<file path="src/rtdseq_pkg.sv">
/*
  Shared constants and types for the resistive temperature discharge sequencer.
  Assumes a 100 MHz system clock and a 4 MHz fast oscillator time base for results.
*/
package rtdseq_pkg;
  // ==========================================================================
  // time base
  localparam int CLK_PERIOD_NS      = 10;
  localparam int FAST_OSC_PERIOD_NS = 250;
  localparam int FRAC_BITS          = 16;
  localparam logic [31:0] LSB_PER_CLK =
    32'((CLK_PERIOD_NS * (1 << FRAC_BITS)) / FAST_OSC_PERIOD_NS);
  localparam int DCH_SHORT_US  = 512;
  localparam int DCH_LONG_US   = 1024;
  localparam int DCH_SHORT_CYC = (DCH_SHORT_US * 1000) / CLK_PERIOD_NS;
  localparam int DCH_LONG_CYC  = (DCH_LONG_US * 1000) / CLK_PERIOD_NS;
  localparam int CHARGE_NS     = 1000;
  localparam int CHARGE_CYC    = (CHARGE_NS + CLK_PERIOD_NS - 1) / CLK_PERIOD_NS;
  localparam int BASE0_US      = 1000;
  localparam int BASE1_US      = 2000;
  localparam int PAUSE_Q0_CYC  = (BASE0_US * 1000) / (CLK_PERIOD_NS * 4);
  localparam int PAUSE_Q1_CYC  = (BASE1_US * 1000) / (CLK_PERIOD_NS * 4);
  // ==========================================================================
  // sequence shape
  localparam logic [4:0] TWO_WIRE_CYCLES  = 5'd5;
  localparam logic [4:0] FOUR_WIRE_CYCLES = 5'd14;
  localparam logic [4:0] FAKE_FEW         = 5'd2;
  localparam logic [4:0] FAKE_MANY        = 5'd8;
  localparam logic [4:0] RESULTS_PER_MEAS = 5'd5;
  localparam logic [3:0] PAUSE_CODE_MAX   = 4'd9;
  localparam logic [8:0] BUF_BASE_M1      = 9'h080;
  localparam logic [8:0] BUF_BASE_M2      = 9'h085;
  localparam logic [8:0] BUF_LAST         = 9'h089;
  localparam logic [1:0] PORT_COMP        = 2'd0;
  localparam logic [1:0] PORT_REF         = 2'd1;
  localparam logic [1:0] PORT_COLD        = 2'd2;
  localparam logic [1:0] PORT_HOT         = 2'd3;
  localparam logic [4:0] STEP_RA          = 5'd4;
  localparam logic [1:0] REF_INTERNAL     = 2'd0;
  localparam logic [1:0] REF_EXTERNAL     = 2'd1;
  localparam logic [1:0] REF_TOGGLE       = 2'd2;
  localparam logic [1:0] ORDER_DEFAULT    = 2'b00;
  localparam logic [1:0] ORDER_REVERSED   = 2'b01;
  localparam logic [1:0] ORDER_DEF_REV    = 2'b10;
  localparam logic [1:0] ORDER_REV_DEF    = 2'b11;
  // ==========================================================================
  // types
  typedef logic [17:0] rtdseq_cyc_t;
  typedef logic [23:0] rtdseq_pause_t;
  typedef logic [31:0] rtdseq_time_t;
  typedef enum logic [3:0] {
    ST_IDLE   = 4'h1,
    ST_CHARGE = 4'h2,
    ST_DISCH  = 4'h4,
    ST_PAUSE  = 4'h8
  } rtdseq_state_e;
endpackage

</file>
<file path="src/rtdseq_dch_timer.sv">
/*
  Discharge timer: times one capacitor discharge in fast oscillator units.
  Assumes the comparator input is already synchronous to sys_clk.
*/
`timescale 1ns/1ns
module rtdseq_dch_timer (
  input  wire logic                 sys_clk,    // system clock
  input  wire logic                 rst_n,      // synchronised reset, active low
  input  wire logic                 clk_en,     // freezes state when low
  input  wire logic                 start,      // begin timing, one cycle
  input  wire logic                 discharged, // comparator: threshold reached
  input  wire rtdseq_pkg::rtdseq_cyc_t limit,   // discharge limit in cycles
  output logic                      done,       // pulse: valid time in value
  output logic                      timeout,    // pulse: limit reached
  output rtdseq_pkg::rtdseq_time_t  value       // 16.16 time result
);
  import rtdseq_pkg::*;

  logic        run_q;
  rtdseq_cyc_t cnt_q;

  // 16.16 fixed point in fast oscillator periods
  function automatic rtdseq_time_t time_of(input rtdseq_cyc_t c);
    time_of = 32'(32'(c) * LSB_PER_CLK);
  endfunction

  wire at_limit_w = ({1'b0, cnt_q} + 19'd1) >= {1'b0, limit};

  // ==========================================================================
  // timing
  always_ff @(posedge sys_clk or negedge rst_n)
    if (!rst_n)
    begin
      run_q   <= 1'b0;
      cnt_q   <= '0;
      done    <= 1'b0;
      timeout <= 1'b0;
      value   <= '0;
    end
    else if (clk_en)
    begin
      done    <= 1'b0;
      timeout <= 1'b0;
      if (start)
      begin
        run_q <= 1'b1;
        cnt_q <= '0;
      end
      else if (run_q && discharged)
      begin
        run_q <= 1'b0;
        done  <= 1'b1;
        value <= time_of(cnt_q);
      end
      else if (run_q && at_limit_w)
      begin
        run_q   <= 1'b0;
        timeout <= 1'b1;
      end
      else if (run_q)
        cnt_q <= cnt_q + 18'd1;
    end

  // ==========================================================================
  // checks
  limit_bound_a: assert property (@(posedge sys_clk) disable iff (!rst_n)
    run_q |-> cnt_q < limit) else $error("discharge count passed its limit");
  time_scale_a: assert property (@(posedge sys_clk) disable iff (!rst_n)
    (run_q && discharged && !start && clk_en) |=> done && value == time_of($past(cnt_q)))
    else $error("discharge time not scaled to 16.16 units");
endmodule // rtdseq_dch_timer

</file>
<file path="src/rtdseq_sequencer.sv">
/*
  Temperature measurement sequencer: schedules measurement pairs, drives the sensor
  port switches and writes discharge times into the shared result buffer.
  Assumes all inputs but rst_b are synchronous to sys_clk and settings are steady while busy.
*/
// Behaviour
// - time each capacitor discharge through one sensor port or the reference.
// - two-wire measurement runs five discharge cycles after the dummy cycles.
// - four-wire measurement runs fourteen discharge cycles after the dummy cycles.
// - run two or eight dummy discharges first; never store them.
// - start measurements every 1 to 1023 sequence cycles; a rate of 0 stops them.
// - pause between the two measurements is 0.25 to 2.5 base periods.
// - cycle through two or three sensor ports; third is the hot sensor.
// - wiring select picks the two-wire or four-wire sequence.
// - pull select 0 pulls inactive ports down; 1 leaves them floating.
// - reference internal, external, or alternating between the two measurements.
// - discharge limit is 512 us or 1024 us.
// - port order default, reversed, or swapped between the two measurements.
// - store five results per measurement at 0x080-0x084 and 0x085-0x089.
// - results are 16.16 times in fast oscillator periods.
`timescale 1ns/1ns
module rtdseq_sequencer #(
  parameter rtdseq_pkg::rtdseq_cyc_t   DCH_SHORT_CYC_P = 18'(rtdseq_pkg::DCH_SHORT_CYC),
  parameter rtdseq_pkg::rtdseq_cyc_t   DCH_LONG_CYC_P  = 18'(rtdseq_pkg::DCH_LONG_CYC),
  parameter rtdseq_pkg::rtdseq_pause_t PAUSE_Q0_CYC_P  = 24'(rtdseq_pkg::PAUSE_Q0_CYC),
  parameter rtdseq_pkg::rtdseq_pause_t PAUSE_Q1_CYC_P  = 24'(rtdseq_pkg::PAUSE_Q1_CYC)
) (
  input  wire logic       sys_clk,                 // 100 MHz clock
  input  wire logic       rst_b,                   // async reset, active low
  input  wire logic       clk_en,                  // freezes all state but the reset release when low
  input  wire logic       seq_tick,                // one pulse per sequence cycle
  input  wire logic       usm_busy,                // flight time measurement owns buffer
  input  wire logic       cap_discharged,          // comparator: capacitor discharged
  input  wire logic [9:0] temp_meas_rate,          // sequence cycles per measurement
  input  wire logic [3:0] inter_meas_pause,        // pause code, quarter base periods
  input  wire logic       base_frequency_select,   // base period choice
  input  wire logic       sensor_port_count,       // 0: two ports, 1: three ports
  input  wire logic       sensor_wiring_select,    // 0: two-wire, 1: four-wire
  input  wire logic       dummy_cycle_count,       // 0: two, 1: eight dummies
  input  wire logic       idle_port_pull_select,   // 0: pull idle ports down
  input  wire logic [1:0] reference_source_select, // reference mode
  input  wire logic       discharge_limit_select,  // 0: 512 us, 1: 1024 us
  input  wire logic [1:0] port_sequence_order,     // port order code
  output logic [3:0]      port_en_q,               // discharge switch per port
  output logic [3:0]      port_pulldown_q,         // pull-down per port
  output logic            ref_external_q,          // external reference selected
  output logic            charge_q,                // charging the load capacitor
  output logic            buf_we_q,                // result buffer write strobe
  output logic [8:0]      buf_addr_q,              // result buffer address
  output logic [31:0]     buf_wdata_q,             // result buffer data
  output logic            meas_busy_q,             // measurement pair running
  output logic            meas_done_q,             // pulse: pair finished
  output logic            dch_error_q              // discharge timed out this pair
);
  import rtdseq_pkg::*;

  // ==========================================================================
  // reset release
  logic rst_meta_q;
  logic rst_n_s_q;
  always_ff @(posedge sys_clk or negedge rst_b)
    if (!rst_b)
    begin
      rst_meta_q <= 1'b0;
      rst_n_s_q  <= 1'b0;
    end
    else
    begin
      rst_meta_q <= 1'b1;
      rst_n_s_q  <= rst_meta_q;
    end

  // ==========================================================================
  // state
  rtdseq_state_e st_q;
  logic          meas_q;
  logic [4:0]    idx_q;
  logic [9:0]    rate_cnt_q;
  logic          pend_q;
  rtdseq_pause_t cnt_q;
  logic          timer_done;
  logic          timer_to;
  rtdseq_time_t  timer_val;

  // real step to port, honouring order and port count
  function automatic logic [1:0] step_port(input logic [4:0] s, input logic rev,
                                           input logic three);
    logic [1:0] last;
    last = three ? PORT_HOT : PORT_COLD;
    case (s)
      5'd0:    step_port = PORT_COMP;
      5'd1:    step_port = rev ? last : PORT_REF;
      5'd2:    step_port = (rev && !three) ? PORT_REF : PORT_COLD;
      5'd3:    step_port = (rev && three) ? PORT_REF : PORT_HOT;
      5'd4:    step_port = PORT_REF;
      default: step_port = three ? 2'(((s - 5'd5) % 5'd3) + 5'd1)
                                 : 2'(((s - 5'd5) % 5'd2) + 5'd1);
    endcase
  endfunction

  function automatic rtdseq_pause_t pause_len(input logic [3:0] code, input logic bf);
    logic [3:0] c;
    c = (code > PAUSE_CODE_MAX) ? PAUSE_CODE_MAX : code;
    pause_len = 24'((24'(c) + 24'd1) * (bf ? PAUSE_Q1_CYC_P : PAUSE_Q0_CYC_P));
  endfunction

  // ==========================================================================
  // decoding
  wire [4:0] nfake_w   = dummy_cycle_count ? FAKE_MANY : FAKE_FEW;
  wire [4:0] nreal_w   = sensor_wiring_select ? FOUR_WIRE_CYCLES : TWO_WIRE_CYCLES;
  wire [4:0] total_w   = nfake_w + nreal_w;
  wire       is_real_w = idx_q >= nfake_w;
  wire [4:0] step_w    = idx_q - nfake_w;
  wire       rev_w     = (port_sequence_order == ORDER_REVERSED) ||
                         (port_sequence_order == ORDER_DEF_REV && meas_q) ||
                         (port_sequence_order == ORDER_REV_DEF && !meas_q);
  wire [1:0] sport_w   = step_port(step_w, rev_w, sensor_port_count);
  wire [1:0] dport_w   = is_real_w ? sport_w : PORT_REF;
  wire       skip_w    = is_real_w && !sensor_port_count && step_w == 5'd3;
  wire [2:0] slot_w    = (step_w == STEP_RA) ? 3'(STEP_RA) : {1'b0, sport_w};
  wire       store_w   = is_real_w && step_w < RESULTS_PER_MEAS;
  wire [8:0] addr_w    = (meas_q ? BUF_BASE_M2 : BUF_BASE_M1) + {6'd0, slot_w};
  wire       last_w    = idx_q == total_w - 5'd1;
  wire       rate_on_w = temp_meas_rate != 10'd0;
  wire       rate_hit_w = seq_tick && rate_on_w &&
                          ({1'b0, rate_cnt_q} + 11'd1) >= {1'b0, temp_meas_rate};
  wire       start_go_w = st_q == ST_IDLE && pend_q && rate_on_w && !usm_busy;
  wire       chg_end_w  = st_q == ST_CHARGE && cnt_q == 24'd0;
  wire       dch_end_w  = st_q == ST_DISCH && (timer_done || timer_to);
  wire       step_end_w = dch_end_w || (chg_end_w && skip_w);
  wire       pause_end_w = st_q == ST_PAUSE && cnt_q == 24'd0;
  wire       ref_m1_w   = reference_source_select == REF_EXTERNAL;
  wire       ref_m2_w   = ref_m1_w || reference_source_select == REF_TOGGLE;
  wire       timer_go_w = chg_end_w && !skip_w && clk_en;
  wire rtdseq_cyc_t limit_w = discharge_limit_select ? DCH_LONG_CYC_P : DCH_SHORT_CYC_P;
  wire [3:0] port_en_d  = timer_go_w ? (4'd1 << dport_w)
                        : (dch_end_w ? 4'd0 : port_en_q);
  wire       busy_d     = st_q != ST_IDLE || start_go_w;

  // ==========================================================================
  // scheduling
  always_ff @(posedge sys_clk or negedge rst_n_s_q)
    if (!rst_n_s_q)
    begin
      rate_cnt_q <= '0;
      pend_q     <= 1'b0;
    end
    else if (clk_en)
    begin
      if (!rate_on_w || rate_hit_w)
        rate_cnt_q <= '0;
      else if (seq_tick)
        rate_cnt_q <= rate_cnt_q + 10'd1;
      pend_q <= rate_on_w && ((pend_q && !start_go_w) || rate_hit_w);
    end

  // ==========================================================================
  // sequence control
  always_ff @(posedge sys_clk or negedge rst_n_s_q)
    if (!rst_n_s_q)
    begin
      st_q   <= ST_IDLE;
      meas_q <= 1'b0;
      idx_q  <= '0;
      cnt_q  <= '0;
    end
    else if (clk_en)
    begin
      case (st_q)
        ST_IDLE:
          if (start_go_w)
          begin
            st_q   <= ST_CHARGE;
            meas_q <= 1'b0;
            idx_q  <= '0;
            cnt_q  <= 24'(CHARGE_CYC - 1);
          end
        ST_CHARGE:
          if (chg_end_w && !skip_w)
            st_q <= ST_DISCH;
          else if (!chg_end_w)
            cnt_q <= cnt_q - 24'd1;
        ST_PAUSE:
          if (pause_end_w)
          begin
            st_q   <= ST_CHARGE;
            meas_q <= 1'b1;
            idx_q  <= '0;
            cnt_q  <= 24'(CHARGE_CYC - 1);
          end
          else
            cnt_q <= cnt_q - 24'd1;
        default: ;
      endcase
      // step advance shared by discharge end and skipped hot step
      if (clk_en && step_end_w)
      begin
        if (!last_w)
        begin
          st_q  <= ST_CHARGE;
          idx_q <= idx_q + 5'd1;
          cnt_q <= 24'(CHARGE_CYC - 1);
        end
        else if (!meas_q)
        begin
          st_q  <= ST_PAUSE;
          cnt_q <= pause_len(inter_meas_pause, base_frequency_select) - 24'd1;
        end
        else
          st_q <= ST_IDLE;
      end
    end

  // ==========================================================================
  // discharge timing
  rtdseq_dch_timer i_timer (
    .sys_clk    (sys_clk),
    .rst_n      (rst_n_s_q),
    .clk_en     (clk_en),
    .start      (timer_go_w),
    .discharged (cap_discharged),
    .limit      (limit_w),
    .done       (timer_done),
    .timeout    (timer_to),
    .value      (timer_val)
  );

  // ==========================================================================
  // output decoding
  wire       wr_time_w  = dch_end_w && timer_done && store_w;
  // skipped hot slot gets a zero word so stale flight time data never reads as a result
  wire       wr_blank_w = chg_end_w && skip_w && store_w;
  wire       wr_any_w   = wr_time_w || wr_blank_w;
  wire       pull_on_w  = !idle_port_pull_select && port_en_d != 4'h0;
  wire [3:0] pulldown_d = pull_on_w ? ~port_en_d : 4'h0;
  wire       ref_d      = meas_q ? ref_m2_w : ref_m1_w;
  wire       charge_d   = st_q == ST_CHARGE && !chg_end_w;
  wire       done_d     = step_end_w && last_w && meas_q;
  // a timeout in the same cycle as a new start still wins
  wire       err_d      = (dch_end_w && timer_to) || (dch_error_q && !start_go_w);

  // ==========================================================================
  // registered outputs
  always_ff @(posedge sys_clk or negedge rst_n_s_q)
    if (!rst_n_s_q)
    begin
      port_en_q       <= '0;
      port_pulldown_q <= '0;
      ref_external_q  <= 1'b0;
      charge_q        <= 1'b0;
      buf_we_q        <= 1'b0;
      buf_addr_q      <= '0;
      buf_wdata_q     <= '0;
      meas_busy_q     <= 1'b0;
      meas_done_q     <= 1'b0;
      dch_error_q     <= 1'b0;
    end
    else if (clk_en)
    begin
      port_en_q       <= port_en_d;
      port_pulldown_q <= pulldown_d;
      ref_external_q  <= ref_d;
      charge_q        <= charge_d;
      buf_we_q        <= wr_any_w;
      meas_busy_q     <= busy_d;
      meas_done_q     <= done_d;
      dch_error_q     <= err_d;
      if (wr_any_w)
      begin
        buf_addr_q  <= addr_w;
        buf_wdata_q <= wr_time_w ? timer_val : 32'h0;
      end
    end

  // ==========================================================================
  // checks
  fake_store_a: assert property (@(posedge sys_clk) disable iff (!rst_n_s_q)
    (clk_en && dch_end_w && !is_real_w) |=> !buf_we_q)
    else $error("dummy discharge was stored");
  addr_range_a: assert property (@(posedge sys_clk) disable iff (!rst_n_s_q)
    buf_we_q |-> (buf_addr_q >= BUF_BASE_M1 && buf_addr_q <= BUF_LAST))
    else $error("result written outside the temperature slots");
  idle_hold_a: assert property (@(posedge sys_clk) disable iff (!rst_n_s_q)
    (st_q == ST_IDLE && (!rate_on_w || usm_busy)) |=> st_q == ST_IDLE)
    else $error("measurement started while disabled or blocked");
  timeout_flag_a: assert property (@(posedge sys_clk) disable iff (!rst_n_s_q)
    (clk_en && dch_end_w && timer_to) |=> (!buf_we_q && dch_error_q))
    else $error("timed out discharge stored or not flagged");
  one_port_a: assert property (@(posedge sys_clk) disable iff (!rst_n_s_q)
    $onehot0(port_en_q))
    else $error("more than one discharge path enabled");
  pause_exit_a: assert property (@(posedge sys_clk) disable iff (!rst_n_s_q)
    (clk_en && pause_end_w) |=> (st_q == ST_CHARGE && meas_q))
    else $error("pause did not lead into the second measurement");

  pair_done_c: cover property (@(posedge sys_clk) meas_done_q && !dch_error_q);
  pair_error_c: cover property (@(posedge sys_clk) meas_done_q && dch_error_q);
  blank_slot_c: cover property (@(posedge sys_clk) wr_blank_w);
  second_ext_c: cover property (@(posedge sys_clk) meas_q && ref_external_q && port_en_q != 4'h0);
endmodule // rtdseq_sequencer

</file>
<file path="config.mk">
export PLATFORM = sky130hd
export DESIGN_NAME = rtdseq_sequencer
export DESIGN_NICKNAME = d
export VERILOG_FILES = /design/src/rtdseq_pkg.sv /design/src/rtdseq_dch_timer.sv /design/src/rtdseq_sequencer.sv
export SDC_FILE = /design/constraint.sdc
export NUM_CORES = 1
export LEC_CHECK = 0
export BUFFER_PORTS_ARGS = -buffer_cell sky130_fd_sc_hd__buf_2
export CAP_MARGIN = 20
export CORE_ASPECT_RATIO = 0.8
export CORE_MARGIN = 10
export CORE_UTILIZATION = 40
export DETAILED_ROUTE_END_ITERATION = 16
export PLACE_DENSITY = 0.67
export RECOVER_POWER = 50
export SLEW_MARGIN = 20
export SYNTH_ARGS = -nofsm -noshare
export SYNTH_HDL_FRONTEND = slang
export SYNTH_SLANG_ARGS = --single-unit
export TNS_END_PERCENT = 100
</file>
<file path="constraint.sdc">
create_clock -name sys_clk -period 10.2 [get_ports sys_clk]
set_clock_uncertainty 0.1 [all_clocks]
set_input_delay 0.51 -clock sys_clk [delete_from_list [all_inputs] [get_ports sys_clk]]
set_output_delay 0.51 -clock sys_clk [all_outputs]
set_load 0.03 [all_outputs]
</file>
Word-level counts from Yosys, hierarchy flattened
Cells that the tools add are included.
{"block": "word_totals", "regBits": 153, "input_bits": 30, "elab_cells": 193}
{"block": "op_classes", "add_sub_neg": 15, "n_mul": 2, "div_mod_pow": 1, "magnitude_cmp": 5, "eq_ne": 22, "shift": 1, "mux": 56, "bitwise": 2, "reduce_logical": 66}
{"cell": "24-bit two-way mux", "count": 7}
{"cell": "18-bit two-way mux", "count": 4}
{"cell": "24-bit one-hot mux with 3 select lines", "count": 1}
{"cell": "4-bit two-way mux", "count": 12}
{"cell": "1-bit logical AND", "count": 32}
{"cell": "18-bit by 12-bit multiplier with 30-bit output, second input constant", "count": 1}
{"cell": "30-bit two-way mux", "count": 1}
{"cell": "24-bit zero test", "count": 1}
{"cell": "24-bit by 1-bit subtractor with 24-bit output, second input constant", "count": 1}
{"cell": "21-bit by 1-bit subtractor with 22-bit output, second input constant", "count": 1}
{"cell": "5-bit by 16-bit multiplier with 21-bit output", "count": 1}
{"cell": "10-bit two-way mux", "count": 2}
{"cell": "5-bit two-way mux", "count": 4}
{"cell": "18-bit by 1-bit adder with 19-bit output, second input constant", "count": 1}
{"cell": "19-bit by 17-bit greater-or-equal comparator with 1-bit output", "count": 1}
{"cell": "18-bit by 1-bit adder with 18-bit output, second input constant", "count": 1}
{"cell": "17-bit two-way mux", "count": 1}
{"cell": "16-bit two-way mux", "count": 1}
{"cell": "1-bit two-way mux", "count": 12}
{"cell": "4-bit one-hot mux with 3 select lines", "count": 1}
{"cell": "10-bit by 1-bit adder with 11-bit output, second input constant", "count": 1}
{"cell": "11-bit by 10-bit greater-or-equal comparator with 1-bit output", "count": 1}
{"cell": "10-bit by 1-bit adder with 10-bit output, second input constant", "count": 1}
{"cell": "5-bit by 2-bit equality test with 1-bit output, second input constant", "count": 2}
{"cell": "45 further kinds", "count": 79}

Logic depth before layout (Yosys ltp)
Gate-level depths: netlist (run 1).
{"block": "logic_depth", "depth_word": 13, "mapped_depth": 23, "mapped_depth_nobuf": 22}

Cells and area by module
A second synthesis (run 1) with hierarchy kept.
{"block": "unflattened", "cells_unflattened": 1664, "area_unflattened_um2": 15049.4}
{"module": "rtdseq_sequencer", "n_inst": 1, "cells_per_inst": 900, "area_per_inst_um2": 7754.9}
{"module": "rtdseq_dch_timer", "n_inst": 1, "cells_per_inst": 764, "area_per_inst_um2": 7294.5}

Worst setup path before layout (run 1)
Ideal clock, no wire load.
{"block": "synth_path", "path_type": "input-to-reg", "start": "in inter_meas_pause[2]", "end": "reg cnt_q[21]", "setup_ps": 140, "arrival_ps": 5067, "required_ps": 9960, "setup_slack_ps": 4893, "stages": 21, "path_cell_list": "o21a_1 or2_2 ha_1 and2_1 nand2b_1 ha_1 inv_1 fa_1 fa_1 inv_1 ha_1 nor2b_1 o21ai_0 a21boi_0 o21ai_0 nand2b_1 a21o_1 a311o_1 a41oi_1 o41a_1 nand3_1"}
{"block": "synth_between", "elab_chain_cells": 8}
{"item": "from (decl)", "line_no": "rtdseq_sequencer.sv:35", "source": "input wire logic [3:0] inter_meas_pause,"}
{"item": "4-bit > comparator", "line_no": "rtdseq_sequencer.sv:103", "source": "c = (code > PAUSE_CODE_MAX) ? PAUSE_CODE_MAX : code;"}
{"item": "4-bit two-way mux *", "line_no": "rtdseq_sequencer.sv:103"}
{"item": "4-bit by 1-bit adder with 5-bit output *", "line_no": "rtdseq_sequencer.sv:104", "source": "pause_len = 24'((24'(c) + 24'd1) * (bf ? PAUSE_Q1_CYC_P : PAUSE_Q0_CYC_P));"}
{"item": "5-bit by 16-bit multiplier with 21-bit output *", "line_no": "rtdseq_sequencer.sv:104"}
{"item": "21-bit by 1-bit subtractor with 22-bit output *", "line_no": "rtdseq_sequencer.sv:207", "source": "cnt_q <= pause_len(inter_meas_pause, base_frequency_select) - 24'd1;"}
{"item": "24-bit two-way mux *", "line_no": "rtdseq_sequencer.sv:204", "source": "else if (!meas_q)"}
{"item": "24-bit two-way mux *", "line_no": "rtdseq_sequencer.sv:198", "source": "if (!last_w)"}
{"item": "24-bit two-way mux *", "line_no": "rtdseq_sequencer.sv:196", "source": "if (clk_en && step_end_w)"}
{"item": "to (signal assigned)", "line_no": "rtdseq_sequencer.sv:192", "source": "cnt_q <= cnt_q - 24'd1;"}
{"item": "to (signal assigned)", "line_no": "rtdseq_sequencer.sv:202", "source": "cnt_q <= 24'(CHARGE_CYC - 1);"}
{"item": "to (signal assigned)", "line_no": "rtdseq_sequencer.sv:207"}
{"item": "to (decl)", "line_no": "rtdseq_sequencer.sv:80", "source": "rtdseq_pause_t cnt_q;"}
Every way passes the cells marked *; elsewhere a longest branch is shown, timed or not.
A chain may end at the register's enable or synchronous reset.

Worst setup path in the final report (run 1)
{"block": "layout_path", "start": "reg i_timer.cnt_q[0]", "end": "reg i_timer.value[24]"}
{"block": "layout_between", "elab_chain_cells": 1}
{"item": "from (decl)", "line_no": "rtdseq_dch_timer.sv:20", "source": "rtdseq_cyc_t cnt_q;"}
{"item": "from (signal assigned)", "line_no": "rtdseq_dch_timer.sv:61", "source": "cnt_q <= cnt_q + 18'd1;"}
{"item": "18-bit by 12-bit multiplier with 30-bit output", "line_no": "rtdseq_dch_timer.sv:24", "source": "time_of = 32'(32'(c) * LSB_PER_CLK);"}
{"item": "to (signal assigned)", "line_no": "rtdseq_dch_timer.sv:53", "source": "value <= time_of(cnt_q);"}
{"item": "to (decl)", "line_no": "rtdseq_dch_timer.sv:15", "source": "output rtdseq_pkg::rtdseq_time_t value"}
Every way passes these cells.

==> qor.csv, run 1 <==
stage;metric;value;unit
status;status;complete, but fails checks;
status;violations;max-capacitance violations, max-slew violations;
cells_and_area;layout_commonest_cell;inv_1;
power_and_ir_drop;intPower;0.00144;W
worst_setup_path;crit_path_start;i_timer.cnt_q[0]$_DFFE_PN0P_;
floorplan;core_region_area;34900;um2
cells_and_area;area_delta_synth_final;10.0;%
route;drt_iter0_drc;939;
place;dp_hpwl;27.9;mm
worst_setup_path;r2r-start;i_timer.cnt_q[0]$_DFFE_PN0P_;
power_and_ir_drop;p_sw;0.000966;W
clock_network;clockBufferDepth;2;
clock_network;cts_tree;done;
route;vias_per_cell;5.42;
place;portBuffers;78;
synth;synth.area.top_cells;dfrtp_1, ha_1, fa_1, inv_1, o21ai_0;
clock_network;cts.htree.levels;4;
cells_and_area;nets;1926;
global_route;grt_first_pass_wirelength;59.6;mm
floorplan;die-area;43400;um2
timing;post-route-worst-setup-slack;4.11;ns
clock_network;clk_pin_slew;0.08;ns
route;wl;35.7;mm
synth;synth_cell_types;83;
synth;synth_edf_count;0;
floorplan;start_util;40.6;%
place;preCtsSetupSlack;4.10;ns
synth;yosys.area.top_type;dfrtp_1;
synth;synthCells;1550;
hold_path;min_from;idle_port_pull_select;
cells_and_area;fin_cells;2102;
timing;max_slew_margin;-141;%
timing;tightestPinTransition;3.61;ns
synth;ys_warn_count;0;
floorplan;rows;61;
timing;tns;0;ns
timing;grt_setup_unrepaired;no;
timing;holdWs;0.189;ns
cells_and_area;layout_common_cells;inv_1, ha_1, dfrtp_1, nand2_1, o21ai_0;
route;drc;0;
power_and_ir_drop;p_leak;7.87;nW
global_route;grt_max_degree;65;
power_and_ir_drop;power_frac_comb;42.7;%
worst_setup_path;cp-end-kind;register;
synth;synth.top_cell.area_share;25.8;%
floorplan;ios;85;
synth;synth-main-ff-cell;dfrtp_1;
power_and_ir_drop;seqPwrFrac;30.5;%
global_route;overflow;0;
worst_setup_path;cp.arrival;6.33;ns
clock_network;clk_latency;0.46;ns
timing;fin_crit_sh;59.7;%
timing;fmax;164;MHz
clock_network;cts.sinks;147;
timing;setup_viol_count_final;0;
place;post-place-cells;2068;
route;wl_per_cell;17.0;um
power_and_ir_drop;powerDensity;155;nW/um2
route;via_count;11400;
floorplan;die_w;230;um
global_route;antenna_found_initial;1;
cells_and_area;n_antenna_cell;0;
timing;finalHoldViolations;0;
clock_network;cts-resized-gates;0;
worst_setup_path;start_kind;register;
cells_and_area;fill_cells;3422;
clock_network;cts-root-buf;clkbuf_16;
synth;synth_area;14200;um2
cells_and_area;drive_gt1_share;6.93;%
place;globalplace.congestion;0.876;
synth;ys_ff_latch;147;
power_and_ir_drop;swShare;40.1;%
timing;fin_crit;6.09;ns
worst_setup_path;cp_max_fo;10;
power_and_ir_drop;irDropWorstVdd;0.0000951;V
hold_path;min_path_type;in -> reg;
synth;synth-async-reset-ratio;100;%
worst_setup_path;worst-setup-path-type;reg -> reg;
global_route;track_usage;16.7;%
route;first_pass_iters;6;
clock_network;numCtsBuffers;17;
route;ant_nets;0;
global_route;grt_pass1_vias;11300;
worst_setup_path;cp.required;10.45;ns
timing;slew_viol_final;181;
synth;yosysSeqAreaShare;26.0;%
power_and_ir_drop;p_clk_share;26.8;%
clock_network;holdBufCountCts;1;
floorplan;die_h;188;um
run;maxCapViolations;3;
clock_network;postCtsSetupBuffers;0;
synth;syn_area_per_cell;9.14;um2
==> layer usage <==
layer	global-route usage [%]	share of wire [%]	up-vias
li1	-	-	5542
met1	24.6	51	5532
met3	3.65	5.8	24
met5	0	0.036	-
met4	3.49	0.97	2
met2	24.5	42	290
==> logic make-up after synthesis <==
kind of cell    share of synthesized area [%]
simple gates                             14.8
compound gates                           17.5
fa+ha+maj                                29.5
buf+inv                                  7.06
flops                                    26.0
xor+xnor                                 4.08
mux                                      1.17
other cells                            0.0530
==> power by group through the flow <==
stage                     combinational [W]  clock (W)  sequential [W]
after floorplan                    0.000783          0        0.000742
after global placement              0.00102          0        0.000741
after detailed placement            0.00104          0        0.000744
after CTS                           0.00105   0.000664        0.000734
after global routing                0.00120   0.000691        0.000749
final                               0.00103   0.000646        0.000735
==> worst max-delay path, stage by stage, from the launching register on <==
cell and delay, ns:
dfrtp_1 0.53, inv_1 0.16, fa_1 0.49, inv_1 0.06, ha_1 0.14, inv_1 0.06, fa_1 0.48, inv_1 0.04
ha_1 0.26, inv_1 0.05, fa_1 0.55, inv_1 0.06, ha_1 0.29, a21o_1 0.19, a21oi_1 0.21, o21ai_0 0.15
a2111oi_0 0.87, o31ai_1 0.29, a21oi_1 0.35, o21ai_0 0.14, a21oi_1 0.18, xnor2_1 0.08, mux2_2 0.25
==> synth_stat cells, drive strengths merged, types with 4 or more instances <==
cell,n
nor2b,15
or2,11
nand2,118
xor2,24
o22ai,6
o31ai,18
a2111oi,4
a22o,33
nor4,11
or3,24
ha,188
o21ai,104
fa,91
a221oi,7
a21boi,5
a22oi,4
a311oi,4
a31oi,24
and2,7
a41oi,4
nand2b,19
and3,15
nor3,28
or4,10
clkbuf,36
nor2,90
nor4b,4
nand4,12
inv,202
xnor2,42
o211ai,16
a211o,4
dfrtp,146
mux2,12
nand3,37
a21o,17
o2bb2ai,4
buf,19
a21oi,66
a211oi,14
a32o,4
o21a,9
==> flip-flops by register name (all words and copies together), names as in the netlist, 4 cells and up <==
name             flops
buf_wdata_q         30
i_timer.value       30
cnt_q               24
i_timer.cnt_q       18
rate_cnt_q          10
buf_addr_q           5
idx_q                5
port_en_q            4
port_pulldown_q      4
st_q                 4
==> worst paths after layout <==
check | end | slack [ns] | depth (start not counted)
max in group asynchronous | i_timer.value[2]$_DFFE_PN0P_ | 5.49 | 1
max | i_timer.value[24]$_DFFE_PN0P_ | 4.11 | 22
max reg2reg | i_timer.value[24]$_DFFE_PN0P_ | 4.11 | 22
min | port_pulldown_q[1]$_DFFE_PN0P_ | 0.19 | 2
min reg2reg | rst_n_s_q$_DFF_PN0_ | 0.25 | 0
min in group asynchronous | rst_n_s_q$_DFF_PN0_ | 0.27 | 2
==> through the flow <==
step	utilization (%)	instance area, um2	total power, W
after global placement	43.2	15100	0.00176
after CTS	44.9	15700	0.00244
after detailed placement	43.2	15100	0.00178
after global routing	44.7	15600	0.00263
after floorplan	-	14200	0.00152
final	44.7	15600	0.00241
==> final cells by class <==
cell class | count | area [um2] | area share (%)
sequential | 147 | 3680 | 23.6
clock inverter | 13 | 136 | 0.875
inverter | 202 | 758 | 4.86
multi-input combinational | 1157 | 9550 | 61.2
timing repair buffer | 92 | 428 | 2.74
clock buffer | 19 | 453 | 2.90
tap | 472 | 591 | 3.79
Note: power is estimated with default switching activity, not from simulation.
==> run 2, diff against run 1 <==
==> constraint.sdc (replaced) <==
create_clock -name sys_clk -period 6.2 [get_ports sys_clk]
set_clock_uncertainty 0.1 [all_clocks]
set_input_delay 0.31 -clock sys_clk [delete_from_list [all_inputs] [get_ports sys_clk]]
set_output_delay 0.31 -clock sys_clk [all_outputs]
set_load 0.03 [all_outputs]
==> run 2 against run 1 <==
  * The flow still finishes with violations (max-capacitance violations, max-slew violations)
  * Wire length is essentially flat
  * Core utilization grew 0.093 points
  * Non-clock buffer count increased by 6
  * Global-route usage up 0.21 points
  * Count of clock-buffer cells in the layout down 1
  * Total power increased by 65%
  * Design area rose by 0.21%
  * First-iteration DRC count decreased by 6.5%
  * Combinational power up 68%
  * Largest cell class unchanged
  * Largest power group unchanged
  * Highest routed layer unchanged
==> qor.csv, run 2 (synthesized netlist as in run 1, its figures left out) <==
stage;metric;value;unit
cells_and_area;fin_cells;2109;
route;vias_per_cell;5.45;
timing;setup_viol_count_final;0;
worst_setup_path;cp-end-kind;register;
route;via_count;11500;
global_route;grt_max_degree;63;
timing;finalHoldViolations;0;
place;dp_hpwl;27.8;mm
floorplan;die-area;43400;um2
timing;max_slew_margin;-71.5;%
route;first_pass_iters;7;
floorplan;die_w;230;um
worst_setup_path;cp_max_fo;8;
clock_network;clk_latency;0.45;ns
route;drt_iter0_drc;878;
global_route;grt_pass1_vias;11600;
route;wl_per_cell;16.9;um
global_route;grt_first_pass_wirelength;60.6;mm
timing;fin_crit_sh;92.4;%
worst_setup_path;start_kind;register;
cells_and_area;nets;1932;
floorplan;core_region_area;34900;um2
clock_network;numCtsBuffers;17;
cells_and_area;drive_gt1_share;7.27;%
global_route;overflow;0;
worst_setup_path;worst-setup-path-type;reg -> reg;
run;maxCapViolations;2;
global_route;antenna_found_initial;1;
timing;fmax;175;MHz
route;wl;35.7;mm
clock_network;cts-root-buf;clkbuf_16;
worst_setup_path;reg2reg_depth;23;
floorplan;rows;61;
power_and_ir_drop;totalPowerFinal;0.00397;W
power_and_ir_drop;irDropWorstVdd;0.000200;V
cells_and_area;reg.largest.list;buf_wdata_q x30, i_timer.value x30, cnt_q x24;
route;ant_nets;0;
floorplan;die_h;188;um
power_and_ir_drop;powerDensity;254;nW/um2
clock_network;cts.sinks;147;
worst_setup_path;r2r-end;i_timer.value[24]$_DFFE_PN0P_;
clock_network;clk_pin_slew;0.07;ns
floorplan;start_util;40.6;%
worst_setup_path;cp.required;6.43;ns
place;preCtsSetupSlack;0.505;ns
timing;slew_viol_final;96;
timing;fin_crit;5.73;ns
cells_and_area;layout_commonest_cell;inv_1;
clock_network;cts_tree;done;
timing;tightestPinTransition;2.57;ns
status;violations;max-capacitance violations, max-slew violations;
hold_path;min_path_type;in -> async;
clock_network;clockBufferDepth;2;
place;globalplace.congestion;0.866;
cells_and_area;area_delta_synth_final;10.3;%
worst_setup_path;cp.arrival;5.96;ns
power_and_ir_drop;p_leak;7.89;nW
timing;post-route-worst-setup-slack;0.472;ns
place;portBuffers;78;
global_route;track_usage;16.9;%
worst_setup_path;r2r-start;i_timer.cnt_q[2]$_DFFE_PN0P_;
cells_and_area;fill_cells;3406;
place;post-place-cells;2074;
floorplan;ios;85;
clock_network;cts.htree.levels;4;
timing;grt_setup_unrepaired;no;
timing;tns;0;ns
route;drc;0;
worst_setup_path;rrSetupSlack;0.47;ns
status;status;complete, but fails checks;
cells_and_area;layout_common_cells;inv_1, ha_1, dfrtp_1, nand2_1, o21ai_0;
## run 2: final cells by class
type                       count  area, um2  share of cell area [%]
antenna                        1       2.50                  0.0160
timing repair buffer          98        477                    3.05
inverter                     202        758                    4.85
clock buffer                  18        429                    2.75
sequential                   147       3680                    23.5
clock inverter                14        140                   0.897
tap                          472        591                    3.78
multi-input combinational   1157       9550                    61.1
## run 2: worst max-delay path by stage
stage	from	endpoint	slack (ns)	cells past startpoint
floorplan	i_timer.cnt_q[0]$_DFFE_PN0P_	i_timer.value[24]$_DFFE_PN0P_	1.05	22
global placement	i_timer.cnt_q[2]$_DFFE_PN0P_	i_timer.value[24]$_DFFE_PN0P_	0.57	23
detailed placement	i_timer.cnt_q[2]$_DFFE_PN0P_	i_timer.value[24]$_DFFE_PN0P_	0.51	23
CTS	i_timer.cnt_q[2]$_DFFE_PN0P_	i_timer.value[26]$_DFFE_PN0P_	0.42	23
global route	i_timer.cnt_q[2]$_DFFE_PN0P_	i_timer.value[24]$_DFFE_PN0P_	0.05	23
finish	i_timer.cnt_q[2]$_DFFE_PN0P_	i_timer.value[24]$_DFFE_PN0P_	0.47	23
## run 2: worst max-delay path, cell delays in order (launching register included)
cell and delay (ns):
dfrtp_1 0.51, inv_1 0.17, fa_1 0.45, inv_1 0.07
ha_1 0.13, inv_1 0.05, fa_1 0.47, inv_1 0.04
ha_1 0.26, inv_1 0.05, fa_1 0.56, inv_1 0.06
ha_1 0.29, a21o_1 0.19, a21oi_1 0.22, o21ai_0 0.16
a2111oi_1 0.51, buf_4 0.20, o31ai_1 0.12, a21oi_1 0.33
o21ai_0 0.15, a21oi_1 0.19, xnor2_1 0.08, mux2_2 0.25
## run 2: repair_timing
item / CTS / global route
hold buffers: 2 / 0
setup buffers: 0 / 0
resized for setup: 0 / 1
endpoints found under the hold margin: 3 / 0
setup endpoints to repair: 0 / 3
## run 2: layer usage
| metal | track usage [%] | routed length (um) | vias to the layer above |
|---|---|---|---|
| li1 | - | - | 5583 |
| met1 | 24.9 | 18300 | 5589 |
| met2 | 25.0 | 15100 | 292 |
| met3 | 3.21 | 1950 | 29 |
| met4 | 4.09 | 433 | 2 |
| met5 | 0 | 13 | - |
## run 2: per-stage QoR
stage	area, um2	hold WS (ns)	util, %
after CTS	15700	0.0424	45.0
after detailed placement	15100	-0.000726	43.3
after floorplan	14200	-0.0856	-
after global routing	15600	0.0869	44.8
after global placement	15100	-0.00213	43.3
final	15600	0.0738	44.8
## run 2: power breakdown
group | total (W) | leakage [nW] | switching, W | internal, W
sequential | 0.00121 | 1.95 | 0.000130 | 0.00107
clock | 0.00104 | 0.269 | 0.000477 | 0.000564
combinational | 0.00173 | 5.67 | 0.000999 | 0.000726
total | 0.00397 | 7.89 | 0.00161 | 0.00237
==> run 3, diff against run 2 <==
--- a/config.mk
+++ b/config.mk
@@ -5,12 +5,14 @@
 export SDC_FILE = /design/constraint.sdc
 export NUM_CORES = 1
 export LEC_CHECK = 0
+export ABC_AREA = 1
 export BUFFER_PORTS_ARGS = -buffer_cell sky130_fd_sc_hd__buf_2
 export CAP_MARGIN = 20
 export CORE_ASPECT_RATIO = 0.8
 export CORE_MARGIN = 10
 export CORE_UTILIZATION = 40
 export DETAILED_ROUTE_END_ITERATION = 16
+export GPL_ROUTABILITY_DRIVEN = 0
 export PLACE_DENSITY = 0.67
 export RECOVER_POWER = 50
 export SLEW_MARGIN = 20
==> run 3 against run 2 <==
  * Critical path depth rose by 5
  * Wire length fell by 4.2%
  * Maximum frequency rose by 2.5%
  * The flow still finishes with violations (max-capacitance violations, max-slew violations)
==> qor.csv, run 3 <==
stage;metric;value;unit
status;status;complete, but fails checks;
status;violations;max-capacitance violations, max-slew violations;
cells_and_area;area_delta_synth_final;10.8;%
place;dp_hpwl;27.5;mm
global_route;track_usage;16.1;%
synth;netlist_top_cells_count;inv_1, nand2_1, ha_1;
cells_and_area;drive_gt1_share;7.59;%
global_route;grt_first_pass_wirelength;57.6;mm
floorplan;start_util;40.4;%
worst_setup_path;worst-setup-path-type;reg -> reg;
worst_setup_path;crit_buf_inv;5;
worst_setup_path;critPathTopFamily;adder cells;
timing;fmax;179;MHz
timing;tightestPinTransition;3.69;ns
floorplan;core_region_area;34700;um2
synth;yosysMostFrequentCell;inv_1;
clock_network;clk_pin_slew;0.07;ns
timing;tns;0;ns
worst_setup_path;cp.required;6.43;ns
cells_and_area;post-route-util;44.8;%
clock_network;cts.htree.levels;4;
synth;ys_warn_count;0;
timing;post-route-worst-setup-slack;0.611;ns
run;maxCapViolations;3;
floorplan;ios;85;
synth;synthCells;1722;
route;drt_iter0_drc;803;
clock_network;holdBufCountCts;1;
synth;ys_ff_latch;147;
clock_network;postCtsSetupBuffers;0;
synth;yosysSeqAreaShare;26.3;%
timing;fin_crit_sh;90.1;%
clock_network;cts-root-buf;clkbuf_16;
hold_path;min_path_type;in -> reg;
worst_setup_path;cpMaxStageDelayCell;dfrtp_1;
worst_setup_path;cp-end-kind;register;
synth;synth-async-reset-ratio;100;%
worst_setup_path;max_stage_delay;0.53;ns
cells_and_area;layout_commonest_cell;inv_1;
clock_network;numCtsBuffers;17;
synth;synth_edf_count;0;
synth;synth_cell_types;57;
floorplan;rows;61;
worst_setup_path;cp_max_fo;9;
cells_and_area;reg.largest.list;buf_wdata_q x30, i_timer.value x30, cnt_q x24;
timing;slew_viol_final;155;
place;preCtsSetupSlack;0.625;ns
cells_and_area;layout_common_cells;inv_1, nand2_1, ha_1, dfrtp_1, o21ai_0;
route;via_count;11500;
synth;synth_area;14000;um2
route;wl;34.2;mm
worst_setup_path;start_kind;register;
worst_setup_path;cp.arrival;5.82;ns
floorplan;die-area;43000;um2
timing;grt_setup_unrepaired;no;
clock_network;cts-resized-gates;0;
place;portBuffers;78;
clock_network;cts.sinks;147;
timing;setup_viol_count_final;0;
cells_and_area;fill_cells;3376;
synth;synth-main-ff-cell;dfrtp_1;
floorplan;die_w;229;um
worst_setup_path;critPathMostFrequentCell;nand2_1;
synth;synth.top_cell.area_share;26.1;%
route;drc;0;
synth;synth.area.top_cells;dfrtp_1, ha_1, fa_1, inv_1, nand2_1;
timing;max_slew_margin;-146;%
global_route;grt_max_degree;80;
route;wl_per_cell;14.9;um
global_route;grt_pass1_vias;11400;
route;ant_nets;0;
clock_network;clockBufferDepth;2;
floorplan;die_h;187;um
route;first_pass_iters;6;
route;vias_per_cell;5.00;
synth;syn_area_per_cell;8.14;um2
clock_network;clk_latency;0.44;ns
global_route;overflow;0;
timing;fin_crit;5.59;ns
timing;finalHoldViolations;0;
synth;yosys.area.top_type;dfrtp_1;
clock_network;cts_tree;done;
global_route;antenna_found_initial;3;
cells_and_area;nets;2114;
-- run 3: path summary, 6_finish.rpt --
path	slack, ns	end	startpoint	depth (start not counted)
min	0.02	i_timer.timeout$_DFFE_PN0P_	cap_discharged	2
min in group asynchronous	0.09	rst_meta_q$_DFF_PN0_	rst_b	2
max in group asynchronous	1.49	cnt_q[6]$_DFFE_PN0P_	rst_n_s_q$_DFF_PN0_	1
max reg2reg	0.61	i_timer.value[29]$_DFFE_PN0P_	i_timer.cnt_q[0]$_DFFE_PN0P_	28
min reg2reg	0.27	rst_n_s_q$_DFF_PN0_	rst_meta_q$_DFF_PN0_	0
max	0.61	i_timer.value[29]$_DFFE_PN0P_	i_timer.cnt_q[0]$_DFFE_PN0P_	28
-- run 3: metal layers --
metal  up-vias  track usage [%]  share of wire [%]
met1      5460             22.9                 49
met4         0             3.59                1.2
li1       5674                -                  -
met2       309             24.8                 44
met5         -                0                  0
met3        25             2.97                5.6
-- run 3: final cells by class --
cell class	instances	area (um2)	area share (%)
Multi-Input combinational cell	1183	8850	57.0
Clock inverter	11	174	1.12
Inverter	371	1390	8.97
Sequential cell	147	3680	23.7
Tap cell	472	591	3.80
Antenna cell	2	5.00	0.0322
Clock buffer	21	460	2.97
Timing Repair Buffer	85	375	2.42
-- run 3: kinds of logic after synthesis --
| group | after synthesis | share of synthesized area (%) |
|---|---|---|
| mux | 1 | 0.0714 |
| fa+ha+maj | 279 | 29.8 |
| flops | 147 | 26.3 |
| other cells | 2 | 0.0536 |
| xor+xnor | 60 | 3.75 |
| compound gates | 288 | 11.8 |
| buf+inv | 403 | 11.0 |
| simple gates | 542 | 17.3 |
-- run 3: metrics by stage --
step,cells,instance area [um2],hold WS [ns]
after floorplan,1733,14100,-0.0856
after global placement,2255,14900,-0.00597
after detailed placement,2255,14900,0.00342
after CTS,2288,15600,0.0144
after global routing,2290,15500,0.0120
final,2292,15500,0.0193
Power of run 3 is not shown: default switching activity piles up to over one toggle a cycle in this logic, so the estimate is an artifact.
